File: src/sadc_pkg.sv
// Package of register map, field positions, reset values and timing counts for the SAR converter sequencer
package sadc_pkg;

	// ------------------------------------------------------------
	// Register byte addresses (APB, one aligned word each)
	// ------------------------------------------------------------
	localparam logic [7:0] ADDR_CONV_CONTROL_A = 8'h00;
	localparam logic [7:0] ADDR_CONV_CONTROL_B = 8'h04;
	localparam logic [7:0] ADDR_RESULT_HIGH    = 8'h08;
	localparam logic [7:0] ADDR_RESULT_LOW     = 8'h0c;

	// ------------------------------------------------------------
	// Field positions in conv_control_a
	// ------------------------------------------------------------
	localparam int CA_CHANNEL_MSB   = 7;
	localparam int CA_CHANNEL_LSB   = 4;
	localparam int CA_COMPLETION    = 3;
	localparam int CA_BUSY          = 2;
	localparam int CA_REF_SWITCH    = 1;
	localparam int CA_START         = 0;

	// ------------------------------------------------------------
	// Field positions in conv_control_b
	// ------------------------------------------------------------
	localparam int CB_EIGHT_BIT     = 7;
	localparam int CB_SAMPLE_MSB    = 6;
	localparam int CB_SAMPLE_LSB    = 5;
	localparam int CB_TRIG_SOURCE   = 4;
	localparam int CB_IRQ_ENABLE    = 3;
	localparam int CB_CONTINUOUS    = 2;
	localparam int CB_CLKSEL_MSB    = 1;
	localparam int CB_CLKSEL_LSB    = 0;

	// ------------------------------------------------------------
	// Reset values and timing
	// ------------------------------------------------------------
	localparam logic [7:0] RESET_CONTROL_A = 8'h00;
	localparam logic [7:0] RESET_CONTROL_B = 8'h00;
	localparam logic [9:0] RESET_RESULT    = 10'h000;
	localparam int         COMPARE_TICKS   = 10;   // Converter clocks of the compare period
	localparam int         NUM_CHANNELS    = 8;

	typedef enum logic [2:0] {
		SADC_IDLE,
		SADC_STARTUP,
		SADC_SAMPLE,
		SADC_COMPARE,
		SADC_LOAD
	} sadc_state_type;

endpackage

File: src/sadc_clkdiv.sv
// Prescaler making one-cycle converter clock ticks from the machine clock
`timescale 1ns/1ps
module sadc_clkdiv
	import sadc_pkg::*;
#(
	parameter int DIV0 = 2,
	parameter int DIV1 = 4,
	parameter int DIV2 = 8,
	parameter int DIV3 = 16
) (
	input  wire logic       mclk,
	input  wire logic       rst,
	input  wire logic       run,
	input  wire logic [1:0] clock_select,
	output logic            tick
);

	initial begin
		if (DIV0 < 2 || DIV1 < 2 || DIV2 < 2 || DIV3 < 2 || DIV0 > 255 || DIV1 > 255 || DIV2 > 255 || DIV3 > 255)
			$error("sadc_clkdiv: dividers must lie in 2..255");
	end

	logic [7:0] count;
	logic [7:0] div_sel;

	// Divider selection; held in reset while stopped so start alignment is known
	assign div_sel = (clock_select == 2'h0) ? 8'(DIV0) :
	                 (clock_select == 2'h1) ? 8'(DIV1) :
	                 (clock_select == 2'h2) ? 8'(DIV2) : 8'(DIV3);
	assign tick    = run && (count == div_sel - 8'h01);

	// ------------------------------------------------------------
	// Counter
	// ------------------------------------------------------------
	always_ff @(posedge mclk or posedge rst) begin
		if (rst)
			count <= 8'h00;
		else if (!run || tick)
			count <= 8'h00;
		else
			count <= count + 8'h01;
	end

endmodule // sadc_clkdiv

File: src/sadc_sar.sv
// Successive approximation register: trial bits from MSB down to LSB
`timescale 1ns/1ps
module sadc_sar
	import sadc_pkg::*;
#(
	parameter int WIDTH = 10
) (
	input  wire logic             mclk,
	input  wire logic             rst,
	input  wire logic             begin_conv,
	input  wire logic             step,
	input  wire logic             comp_high,
	output logic [WIDTH-1:0]      trial,
	output logic [WIDTH-1:0]      value
);

	initial begin
		if (WIDTH < 2 || WIDTH > 16)
			$error("sadc_sar: WIDTH must lie in 2..16");
	end

	logic [WIDTH-1:0] mask;

	// Trial code presented to the DAC: decided bits plus current trial bit
	assign trial = value | mask;

	// ------------------------------------------------------------
	// Bit decision, MSB first
	// ------------------------------------------------------------
	always_ff @(posedge mclk or posedge rst) begin
		if (rst) begin
			value <= '0;
			mask  <= '0;
		end else if (begin_conv) begin
			value <= '0;
			mask  <= {1'b1, {(WIDTH-1){1'b0}}};
		end else if (step && mask != '0) begin
			if (!comp_high)
				value <= value | mask;  // Input above trial level: keep the bit
			mask <= mask >> 1;          // Next lower bit
		end
	end

endmodule // sadc_sar

File: src/sadc_top.sv
// Sequencer, APB register file and analog front-end control of the SAR converter
//
// The APB register port and the register addresses are this design's own decisions.
`timescale 1ns/1ps

// What this block does
// - With continuous trigger enabled and trigger source 1, each rising trigger edge starts a conversion.
// - Continuous trigger enable at 0 stops edge-triggered starts.
// - Conversion start sets busy and connects the selected channel to sample-and-hold.
// - Sample phase charges hold capacitor; hold stays until conversion ends.
// - Result resolved MSB to LSB, then loaded into high and low registers.
// - With result load, busy clears unless a restart coincides, and completion flag sets.
// - Result registers keep the last value throughout a conversion.
// - Reset or stop mode halts the converter and clears busy.
// - Interrupt held while completion flag and enable are both 1.
// - Restart coinciding with completion still sets the completion flag.
// - Sampling lasts as many converter clocks as the sampling select picks.
// - Compare lasts ten converter clocks plus one machine clock.
// - Startup lasts from two machine clocks to one machine plus one converter clock.
// - Total time is startup plus sampling plus compare, within one converter clock.
// - Trigger source 1 selects composite timer output; 0 uses no external start.
// - Channel codes 0 to 7 select analog inputs zero to seven.
// - Interrupt needs flag and enable; flag sets regardless of enable.
// - Upper two result bits high, lower eight low; eight-bit mode zeros upper.
module sadc_top
	import sadc_pkg::*;
#(
	parameter int SAMPLE_TICKS0 = 4,
	parameter int SAMPLE_TICKS1 = 8,
	parameter int SAMPLE_TICKS2 = 16,
	parameter int SAMPLE_TICKS3 = 32
) (
	input  wire logic        mclk,
	input  wire logic        rst,
	// APB slave
	input  wire logic        psel,
	input  wire logic        penable,
	input  wire logic        pwrite,
	input  wire logic [7:0]  paddr,
	input  wire logic [31:0] pwdata,
	output logic [31:0]      prdata,
	output logic             pready,
	output logic             pslverr,
	// System
	input  wire logic        low_power_stop,
	input  wire logic        composite_timer_output,
	output logic             completion_irq,
	// Analog front end
	output logic [NUM_CHANNELS-1:0] analog_inputs_connect,
	output logic             sample_enable,
	output logic             hold_enable,
	output logic             reference_switch_control,
	output logic [9:0]       dac_code,
	input  wire logic        comparator_out
);

	// The phase counter is eight bits, so every sampling count must fit in it
	initial begin
		if (SAMPLE_TICKS0 < 1 || SAMPLE_TICKS0 > 255)
			$error("sadc_top: SAMPLE_TICKS0 must lie in 1..255");
		if (SAMPLE_TICKS1 < 1 || SAMPLE_TICKS1 > 255)
			$error("sadc_top: SAMPLE_TICKS1 must lie in 1..255");
		if (SAMPLE_TICKS2 < 1 || SAMPLE_TICKS2 > 255)
			$error("sadc_top: SAMPLE_TICKS2 must lie in 1..255");
		if (SAMPLE_TICKS3 < 1 || SAMPLE_TICKS3 > 255)
			$error("sadc_top: SAMPLE_TICKS3 must lie in 1..255");
	end

	// ------------------------------------------------------------
	// Registers and state
	// ------------------------------------------------------------
	sadc_state_type state;
	logic [3:0] channel_select;
	logic       completion_flag;
	logic       busy_flag;
	logic       eight_bit_precision;
	logic [1:0] sampling_period_select;
	logic       trigger_source_select;
	logic       completion_irq_enable;
	logic       continuous_trigger_enable;
	logic [1:0] converter_clock_select;
	logic [9:0] result;
	logic [7:0] phase_count;
	logic [2:0] trig_sync;
	logic       trig_level;

	// ------------------------------------------------------------
	// Bus decode
	// ------------------------------------------------------------
	wire        wr_access  = psel && penable && pwrite;
	wire        hit_a      = (paddr == ADDR_CONV_CONTROL_A);
	wire        hit_b      = (paddr == ADDR_CONV_CONTROL_B);
	wire        hit_h      = (paddr == ADDR_RESULT_HIGH);
	wire        hit_l      = (paddr == ADDR_RESULT_LOW);
	wire        mapped     = hit_a || hit_b || hit_h || hit_l;
	wire        wr_a       = wr_access && hit_a;
	wire        wr_b       = wr_access && hit_b;
	wire [7:0]  ctrl_a     = {channel_select, completion_flag, busy_flag, reference_switch_control, 1'b0};
	wire [7:0]  ctrl_b     = {eight_bit_precision, sampling_period_select, trigger_source_select,
	                          completion_irq_enable, continuous_trigger_enable, converter_clock_select};
	wire [7:0]  read_byte  = hit_a ? ctrl_a :
	                         hit_b ? ctrl_b :
	                         hit_h ? {6'h00, result[9:8]} :
	                         hit_l ? result[7:0] : 8'h00;

	// ------------------------------------------------------------
	// Start sources
	// ------------------------------------------------------------
	// Trigger pin edge counted once second and third stages agree
	wire trig_agree = (trig_sync[1] == trig_sync[2]);
	wire trig_rise  = trig_agree && trig_sync[1] && !trig_level;
	wire edge_start = trig_rise && continuous_trigger_enable && trigger_source_select;
	wire sw_start   = wr_a && pwdata[CA_START];
	wire start_conv = (sw_start || edge_start) && !low_power_stop;

	// ------------------------------------------------------------
	// Sequencer helpers
	// ------------------------------------------------------------
	logic tick;
	logic [9:0] sar_trial;
	logic [9:0] sar_value;
	wire [7:0] sample_len = (sampling_period_select == 2'h0) ? 8'(SAMPLE_TICKS0) :
	                        (sampling_period_select == 2'h1) ? 8'(SAMPLE_TICKS1) :
	                        (sampling_period_select == 2'h2) ? 8'(SAMPLE_TICKS2) : 8'(SAMPLE_TICKS3);
	wire [7:0] compare_len = 8'(COMPARE_TICKS);
	wire       phase_done  = tick && (phase_count == 8'h01);
	wire       running     = (state != SADC_IDLE);
	// Completion happens in the load cycle, even when a restart overrides the state
	wire       finish      = (state == SADC_LOAD);
	// Eight-bit mode keeps the top eight decided bits as the result
	wire [9:0] final_res   = eight_bit_precision ? {2'b00, sar_value[9:2]} : sar_value;

	sadc_clkdiv u_clkdiv (
		.mclk         (mclk),
		.rst          (rst),
		.run          (running && state != SADC_LOAD),
		.clock_select (converter_clock_select),
		.tick         (tick)
	);

	// The front end's comparator follows dac_code within the same mclk cycle, so it is read directly; a synchroniser
	// would make each decision see the previous trial at the fastest converter clock
	sadc_sar #(.WIDTH(10)) u_sar (
		.mclk       (mclk),
		.rst        (rst),
		.begin_conv (start_conv),
		.step       (state == SADC_COMPARE && tick),
		.comp_high  (comparator_out),
		.trial      (sar_trial),
		.value      (sar_value)
	);

	// ------------------------------------------------------------
	// Input synchronisers
	// ------------------------------------------------------------
	always_ff @(posedge mclk or posedge rst) begin
		if (rst) begin
			trig_sync  <= 3'h0;
			trig_level <= 1'b0;
		end else begin
			trig_sync  <= {trig_sync[1:0], composite_timer_output};
			if (trig_agree)
				trig_level <= trig_sync[1];
		end
	end

	// ------------------------------------------------------------
	// Conversion sequencer
	// ------------------------------------------------------------
	// Start cycle plus the first converter tick form the startup delay
	always_ff @(posedge mclk or posedge rst) begin
		if (rst) begin
			state       <= SADC_IDLE;
			phase_count <= 8'h00;
		end else if (low_power_stop) begin
			state <= SADC_IDLE;
		end else if (start_conv) begin
			state       <= SADC_STARTUP;                  // Restart allowed mid conversion
			phase_count <= 8'h01;
		end else begin
			case (state)
				SADC_STARTUP: if (phase_done) begin
					state       <= SADC_SAMPLE;
					phase_count <= sample_len;
				end
				SADC_SAMPLE: if (phase_done) begin
					state       <= SADC_COMPARE;
					phase_count <= compare_len;
				end else if (tick) begin
					phase_count <= phase_count - 8'h01;
				end
				SADC_COMPARE: if (phase_done) begin
					state <= SADC_LOAD;                   // Extra machine clock of compare
				end else if (tick) begin
					phase_count <= phase_count - 8'h01;
				end
				SADC_LOAD: state <= SADC_IDLE;
				default:   state <= SADC_IDLE;
			endcase
		end
	end

	// ------------------------------------------------------------
	// Flags and results
	// ------------------------------------------------------------
	always_ff @(posedge mclk or posedge rst) begin
		if (rst) begin
			busy_flag       <= 1'b0;
			completion_flag <= 1'b0;
			result          <= RESET_RESULT;
		end else begin
			if (low_power_stop)
				busy_flag <= 1'b0;
			else if (start_conv)
				busy_flag <= 1'b1;
			else if (finish)
				busy_flag <= 1'b0;
			// Completion wins over a software clear and over a restart
			if (finish && !low_power_stop)
				completion_flag <= 1'b1;
			else if (wr_a && !pwdata[CA_COMPLETION])
				completion_flag <= 1'b0;
			if (finish && !low_power_stop)
				result <= final_res;                      // Only updated on completion
		end
	end

	// ------------------------------------------------------------
	// Software registers
	// ------------------------------------------------------------
	always_ff @(posedge mclk or posedge rst) begin
		if (rst) begin
			{channel_select, reference_switch_control} <= {RESET_CONTROL_A[7:4], RESET_CONTROL_A[1]};
			{eight_bit_precision, sampling_period_select, trigger_source_select, completion_irq_enable,
			 continuous_trigger_enable, converter_clock_select} <= RESET_CONTROL_B;
		end else begin
			if (wr_a) begin
				channel_select           <= pwdata[CA_CHANNEL_MSB:CA_CHANNEL_LSB];
				reference_switch_control <= pwdata[CA_REF_SWITCH];
			end
			if (wr_b) begin
				eight_bit_precision       <= pwdata[CB_EIGHT_BIT];
				sampling_period_select    <= pwdata[CB_SAMPLE_MSB:CB_SAMPLE_LSB];
				trigger_source_select     <= pwdata[CB_TRIG_SOURCE];
				completion_irq_enable     <= pwdata[CB_IRQ_ENABLE];
				continuous_trigger_enable <= pwdata[CB_CONTINUOUS];
				converter_clock_select    <= pwdata[CB_CLKSEL_MSB:CB_CLKSEL_LSB];
			end
		end
	end

	// ------------------------------------------------------------
	// Bus response
	// ------------------------------------------------------------
	// Answer decided in the setup cycle, so pready rises in the first access cycle
	always_ff @(posedge mclk or posedge rst) begin
		if (rst) begin
			prdata  <= 32'h0000_0000;
			pready  <= 1'b0;
			pslverr <= 1'b0;
		end else begin
			pready  <= psel && !penable;           // No wait state on any access
			pslverr <= psel && !penable && !mapped;
			prdata  <= (psel && !penable && !pwrite) ? {24'h00_0000, read_byte} : 32'h0000_0000;
		end
	end

	// ------------------------------------------------------------
	// Front-end controls and interrupt
	// ------------------------------------------------------------
	// Analog controls registered so the front end sees glitch-free levels
	always_ff @(posedge mclk or posedge rst) begin
		if (rst) begin
			completion_irq <= 1'b0;
			sample_enable  <= 1'b0;
			hold_enable    <= 1'b0;
			dac_code       <= 10'h000;
		end else begin
			completion_irq <= completion_flag && completion_irq_enable;
			sample_enable  <= (state == SADC_SAMPLE) && !low_power_stop;
			hold_enable    <= (state == SADC_COMPARE) && !low_power_stop;
			dac_code       <= sar_trial;
		end
	end

	// ------------------------------------------------------------
	// Channel switches
	// ------------------------------------------------------------
	// Only the selected input is closed, and only while converting; codes 8..15 close none
	// One flop per switch keeps each switch control straight from a flip-flop
	for (genvar g = 0; g < NUM_CHANNELS; g++) begin : gen_channel
		wire picked = running && !low_power_stop && (channel_select == 4'(g));
		always_ff @(posedge mclk or posedge rst) begin
			if (rst)
				analog_inputs_connect[g] <= 1'b0;
			else
				analog_inputs_connect[g] <= picked;
		end
	end

endmodule // sadc_top

File: config.mk
export PLATFORM = sky130hd
export DESIGN_NAME = sadc_top
export DESIGN_NICKNAME = d
export VERILOG_FILES = /design/src/sadc_pkg.sv /design/src/sadc_clkdiv.sv /design/src/sadc_sar.sv /design/src/sadc_top.sv
export SDC_FILE = /design/constraint.sdc
export NUM_CORES = 1
export LEC_CHECK = 0
export ABC_AREA = 1
export BUFFER_PORTS_ARGS = -buffer_cell sky130_fd_sc_hd__clkbuf_2
export CAP_MARGIN = 30
export CORE_MARGIN = 1.5
export CORE_UTILIZATION = 25
export CTS_CLUSTER_DIAMETER = 60
export CTS_CLUSTER_SIZE = 25
export DETAILED_ROUTE_END_ITERATION = 10
export GPL_ROUTABILITY_DRIVEN = 0
export PLACE_DENSITY = 0.55
export SETUP_SLACK_MARGIN = 0.02
export SYNTH_ARGS = -nofsm -noshare
export SYNTH_HDL_FRONTEND = slang
export SYNTH_SLANG_ARGS = --single-unit
export TNS_END_PERCENT = 30
File: constraint.sdc
create_clock -name mclk -period 4.65 [get_ports mclk]
set_clock_uncertainty 0.15 [all_clocks]
set_input_delay 0.6975 -clock mclk [delete_from_list [all_inputs] [get_ports mclk]]
set_output_delay 0.6975 -clock mclk [all_outputs]
set_load 0.05 [all_outputs]
==> load_flow_metrics.sql <==
INSERT INTO impl_metrics (metric_group, metric, value, unit) VALUES
('critical_path', 'crit_path_start_kind', 'input pin', ''),
('grt', 'grt_pass1_wl', '18200', 'um'),
('yosys', 'netlist_area', '4750', 'um2'),
('yosys', 'yosysMostFrequentCell', 'nand2_1', ''),
('critical_path', 'critical_path_class', 'input pin to flip-flop', ''),
('critical_path', 'cp_data_required_time', '4.69', 'ns'),
('detailed_routing', 'drt_pre_antenna_iters', '4', ''),
('hold_path', 'min-delay-path-class', 'flip-flop to flip-flop', ''),
('detailed_routing', 'vias', '3638', ''),
('clocking', 'cts_htree_levels', '3', ''),
('critical_path', 'cp-end-kind', 'flip-flop', ''),
('placed_design', 'portBuffers', '55', ''),
('die', 'num_io_pins', '104', ''),
('timing', 'totalNegativeSetupSlack', '0', 'ns'),
('yosys', 'postSynth.asyncResetShare', '100', '%'),
('detailed_routing', 'via_per_inst', '4.29', ''),
('timing', 'setup-violations-final', '0', ''),
('timing', 'timing_worst_slew_pin_value', '0.928', 'ns'),
('clocking', 'clk_pin_slew_worst_paths', '0.07', 'ns'),
('clocking', 'tritoncts_clock_tree', 'done', ''),
('clocking', 'cts_bufs_inserted', '9', ''),
('yosys', 'synthCells', '552', ''),
('clocking', 'cts.sink_count', '99', ''),
('yosys', 'synthDistinctLibCells', '37', ''),
('placed_design', 'detailedPlacementHpwl', '7950', 'um'),
('cells_and_area', 'finish.utilization', '29.3', '%'),
('grt', 'grt_antenna_before_repair', '0', ''),
('critical_path', 'arrival', '2.86', 'ns'),
('die', 'number_of_rows_in_the_core_area', '50', ''),
('cells_and_area', 'antennaDiodeCount', '0', ''),
('yosys', 'synth.cells.most_frequent', 'nand2_1 (123), dfrtp_1 (99), inv_1 (90), o21ai_0 (43), nor2_1 (38)', ''),
('timing', 'post-route-period-util', '60.8', '%'),
('timing', 'grt_setup_unrepaired', 'no', ''),
('yosys', 'synth_seq_cells', '99', ''),
('detailed_routing', 'antenna_left', '0', ''),
('yosys', 'synth_top_cell_by_area', 'dfrtp_1', ''),
('yosys', 'avgSynthCellArea', '8.61', 'um2'),
('grt', 'largest_net_degree_at_the_start_of_global_routing', '70', ''),
('cells_and_area', 'drive_gt1_share', '16.3', '%'),
('critical_path', 'worst_path_largest_cell_delay', '0.54', 'ns'),
('critical_path', 'worstSetupStartpoint', 'paddr[1]', ''),
('critical_path', 'critical_path.max_fanout', '23', ''),
('grt', 'globalRouteOverflowTotal', '0', ''),
('detailed_routing', 'drt_iter0_drc', '239', ''),
('critical_path', 'rr_startpoint', 'trig_sync[1]$_DFF_PP0_', ''),
('timing', 'layout_min_cycle_time', '2.83', 'ns'),
('yosys', 'netlist.area_leader.share', '52.1', '%'),
('power_and_ir_drop', 'ir_worst_vdd', '0.197', 'mV'),
('critical_path', 'cpMaxStageDelayCell', 'nand2_1', ''),
('yosys', 'synthesis.yosys.warnings', '0', ''),
('timing', 'fmax', '354', 'MHz'),
('cells_and_area', 'fillerInstances', '2007', ''),
('clocking', 'cts-root-to-sink-buffers', '2', ''),
('timing', 'count_of_pins_over_their_slew_limit', '0', ''),
('die', 'horizontal_die_dimension', '141', 'um'),
('critical_path', 'worst_path_most_repeated_cell', 'nand2_1', ''),
('critical_path', 'regToRegSetupSlack', '2.16', 'ns'),
('hold_path', 'hold_start', 'trig_sync[0]$_DFF_PP0_', ''),
('die', 'chipHeight', '141', 'um'),
('cells_and_area', 'finalNetCount', '662', ''),
('timing', 'finalHoldViolCount', '0', ''),
('detailed_routing', 'route.final.wire_length', '10900', 'um'),
('die', 'effective_utilization_at_floorplan', '25.4', '%'),
('die', 'design.core.area', '18700', 'um2'),
('timing', 'timing.max_slew.rel_slack', '38.0', '%'),
('grt', 'vias_in_the_first_global_route', '3532', ''),
('outcome', 'status', 'finished, final reports clean', ''),
('grt', 'grtUsageTotal', '11.8', '%'),
('detailed_routing', 'routedWlPerCell', '12.8', 'um'),
('job', 'cap_violations', '0', ''),
('yosys', 'netlist_top_cells_area', 'dfrtp_1 (52%), nand2_1 (9.7%), inv_1 (7.1%)', '');
[cells in the final DEF, fill, tap and decap left out, types with 2 or more instances in the layout]
| cell | Yosys | routed |
|---|---|---|
| nand2_1 | 123 | 123 |
| dfrtp_1 | 99 | 99 |
| inv_1 | 90 | 89 |
| clkbuf_2 | 0 | 55 |
| o21ai_0 | 43 | 43 |
| nor2_1 | 38 | 38 |
| nand3_1 | 27 | 27 |
| conb_1 | 1 | 24 |
| o211ai_1 | 12 | 12 |
| nand4_1 | 9 | 9 |
| a21oi_2 | 9 | 9 |
| clkbuf_16 | 0 | 9 |
| nor4_1 | 8 | 8 |
| nor3_1 | 7 | 7 |
| a21oi_1 | 7 | 7 |
| xor2_1 | 7 | 7 |
| nor2_4 | 4 | 4 |
| o221ai_1 | 4 | 4 |
| ha_1 | 4 | 4 |
| nor2_2 | 3 | 3 |
| o22ai_1 | 3 | 3 |
| nor3b_1 | 3 | 3 |
| clkinv_4 | 0 | 3 |
| nor2_8 | 2 | 2 |
| nand3_2 | 2 | 2 |
| o21ai_1 | 2 | 2 |
| nand2_4 | 2 | 2 |
| nand3b_1 | 2 | 2 |
| clkinv_2 | 0 | 2 |
| buf_4 | 24 | 2 |
[worst max-delay path, delay by kind of cell]
kind                   cells  cell delay (ns)
AND/OR/NAND/NOR            7             1.93
AO/OA/AOI/OAI              1             0.13
buffers and inverters      1             0.09
[cells by family (layout without fill, tap and decap cells)]
group	count (synthesis)	count (layout)	synth area share [%]
multiplexers	1	1	0.237
adder cells (fa/ha/maj)	4	4	1.05
AND/OR/NAND/NOR	234	234	22.9
buffers and inverters	124	164	11.8
other	1	24	0.0789
XOR/XNOR	8	8	1.47
flip-flops	99	99	52.1
AO/OA/AOI/OAI	81	81	10.3
[cell type report]
type                       instances  area [um2]  area share [%]
multi-input combinational        352        1800            32.8
clock buffer                       9         225            4.11
sequential                        99        2480            45.2
inverter                          91         344            6.28
timing repair buffer              57         290            5.29
tap                              234         293            5.34
clock inverter                     7        52.6           0.958
[worst paths after layout]
path | end | cells after the start
min in group asynchronous | dac_code[2]$_DFF_PP0_ | 2
max in group asynchronous | u_clkdiv.count[4]$_DFF_PP0_ | 3
setup reg to reg | u_sar.value[9]$_DFFE_PP0P_ | 8
hold reg to reg | trig_sync[1]$_DFF_PP0_ | 0
setup / recovery | u_sar.mask[9]$_DFFE_PP0P_ | 9
hold / removal | trig_sync[1]$_DFF_PP0_ | 0
[sequential cells by signal (all words and copies together), names as in the netlist, 2 cells and up]
signal / flops
analog_inputs_connect: 8
sampling_period_select: 2
phase_count: 8
u_sar.value: 10
prdata: 8
u_sar.mask: 10
state: 3
result: 10
converter_clock_select: 2
trig_sync: 3
dac_code: 10
channel_select: 4
u_clkdiv.count: 8
[where the power goes]
| group | internal [mW] | switching (mW) | total [mW] |
|---|---|---|---|
| sequential | 0.882 | 0.0175 | 0.899 |
| combinational | 0.0512 | 0.139 | 0.190 |
| clock | 0.366 | 0.349 | 0.715 |
[per-stage QoR]
| stage | std cells | cell area (um2) | worst slack, ns | power (mW) | hold slack, ns |
|---|---|---|---|---|---|
| final | 849 | 5480 | 1.82 | 1.80 | 0.214 |
| after floorplan | 575 | 4840 | 1.21 | 1.08 | 0.181 |
| after CTS | 849 | 5480 | 1.85 | 1.83 | 0.220 |
| after global placement | 833 | 5200 | 1.52 | 1.10 | 0.186 |
| after global routing | 849 | 5480 | 1.53 | 1.89 | 0.229 |
| after detailed placement | 833 | 5200 | 1.48 | 1.11 | 0.188 |
[layer usage]
| metal | wire length, um | vias to the layer above | GRT usage (%) |
|---|---|---|---|
| li1 | - | 1825 | - |
| met3 | 442 | 17 | 2.85 |
| met4 | 235 | 0 | 4.77 |
| met1 | 5230 | 1721 | 16.1 |
| met5 | 0 | - | 0 |
| met2 | 5000 | 75 | 18.0 |
(Power assumes the default switching activity.)
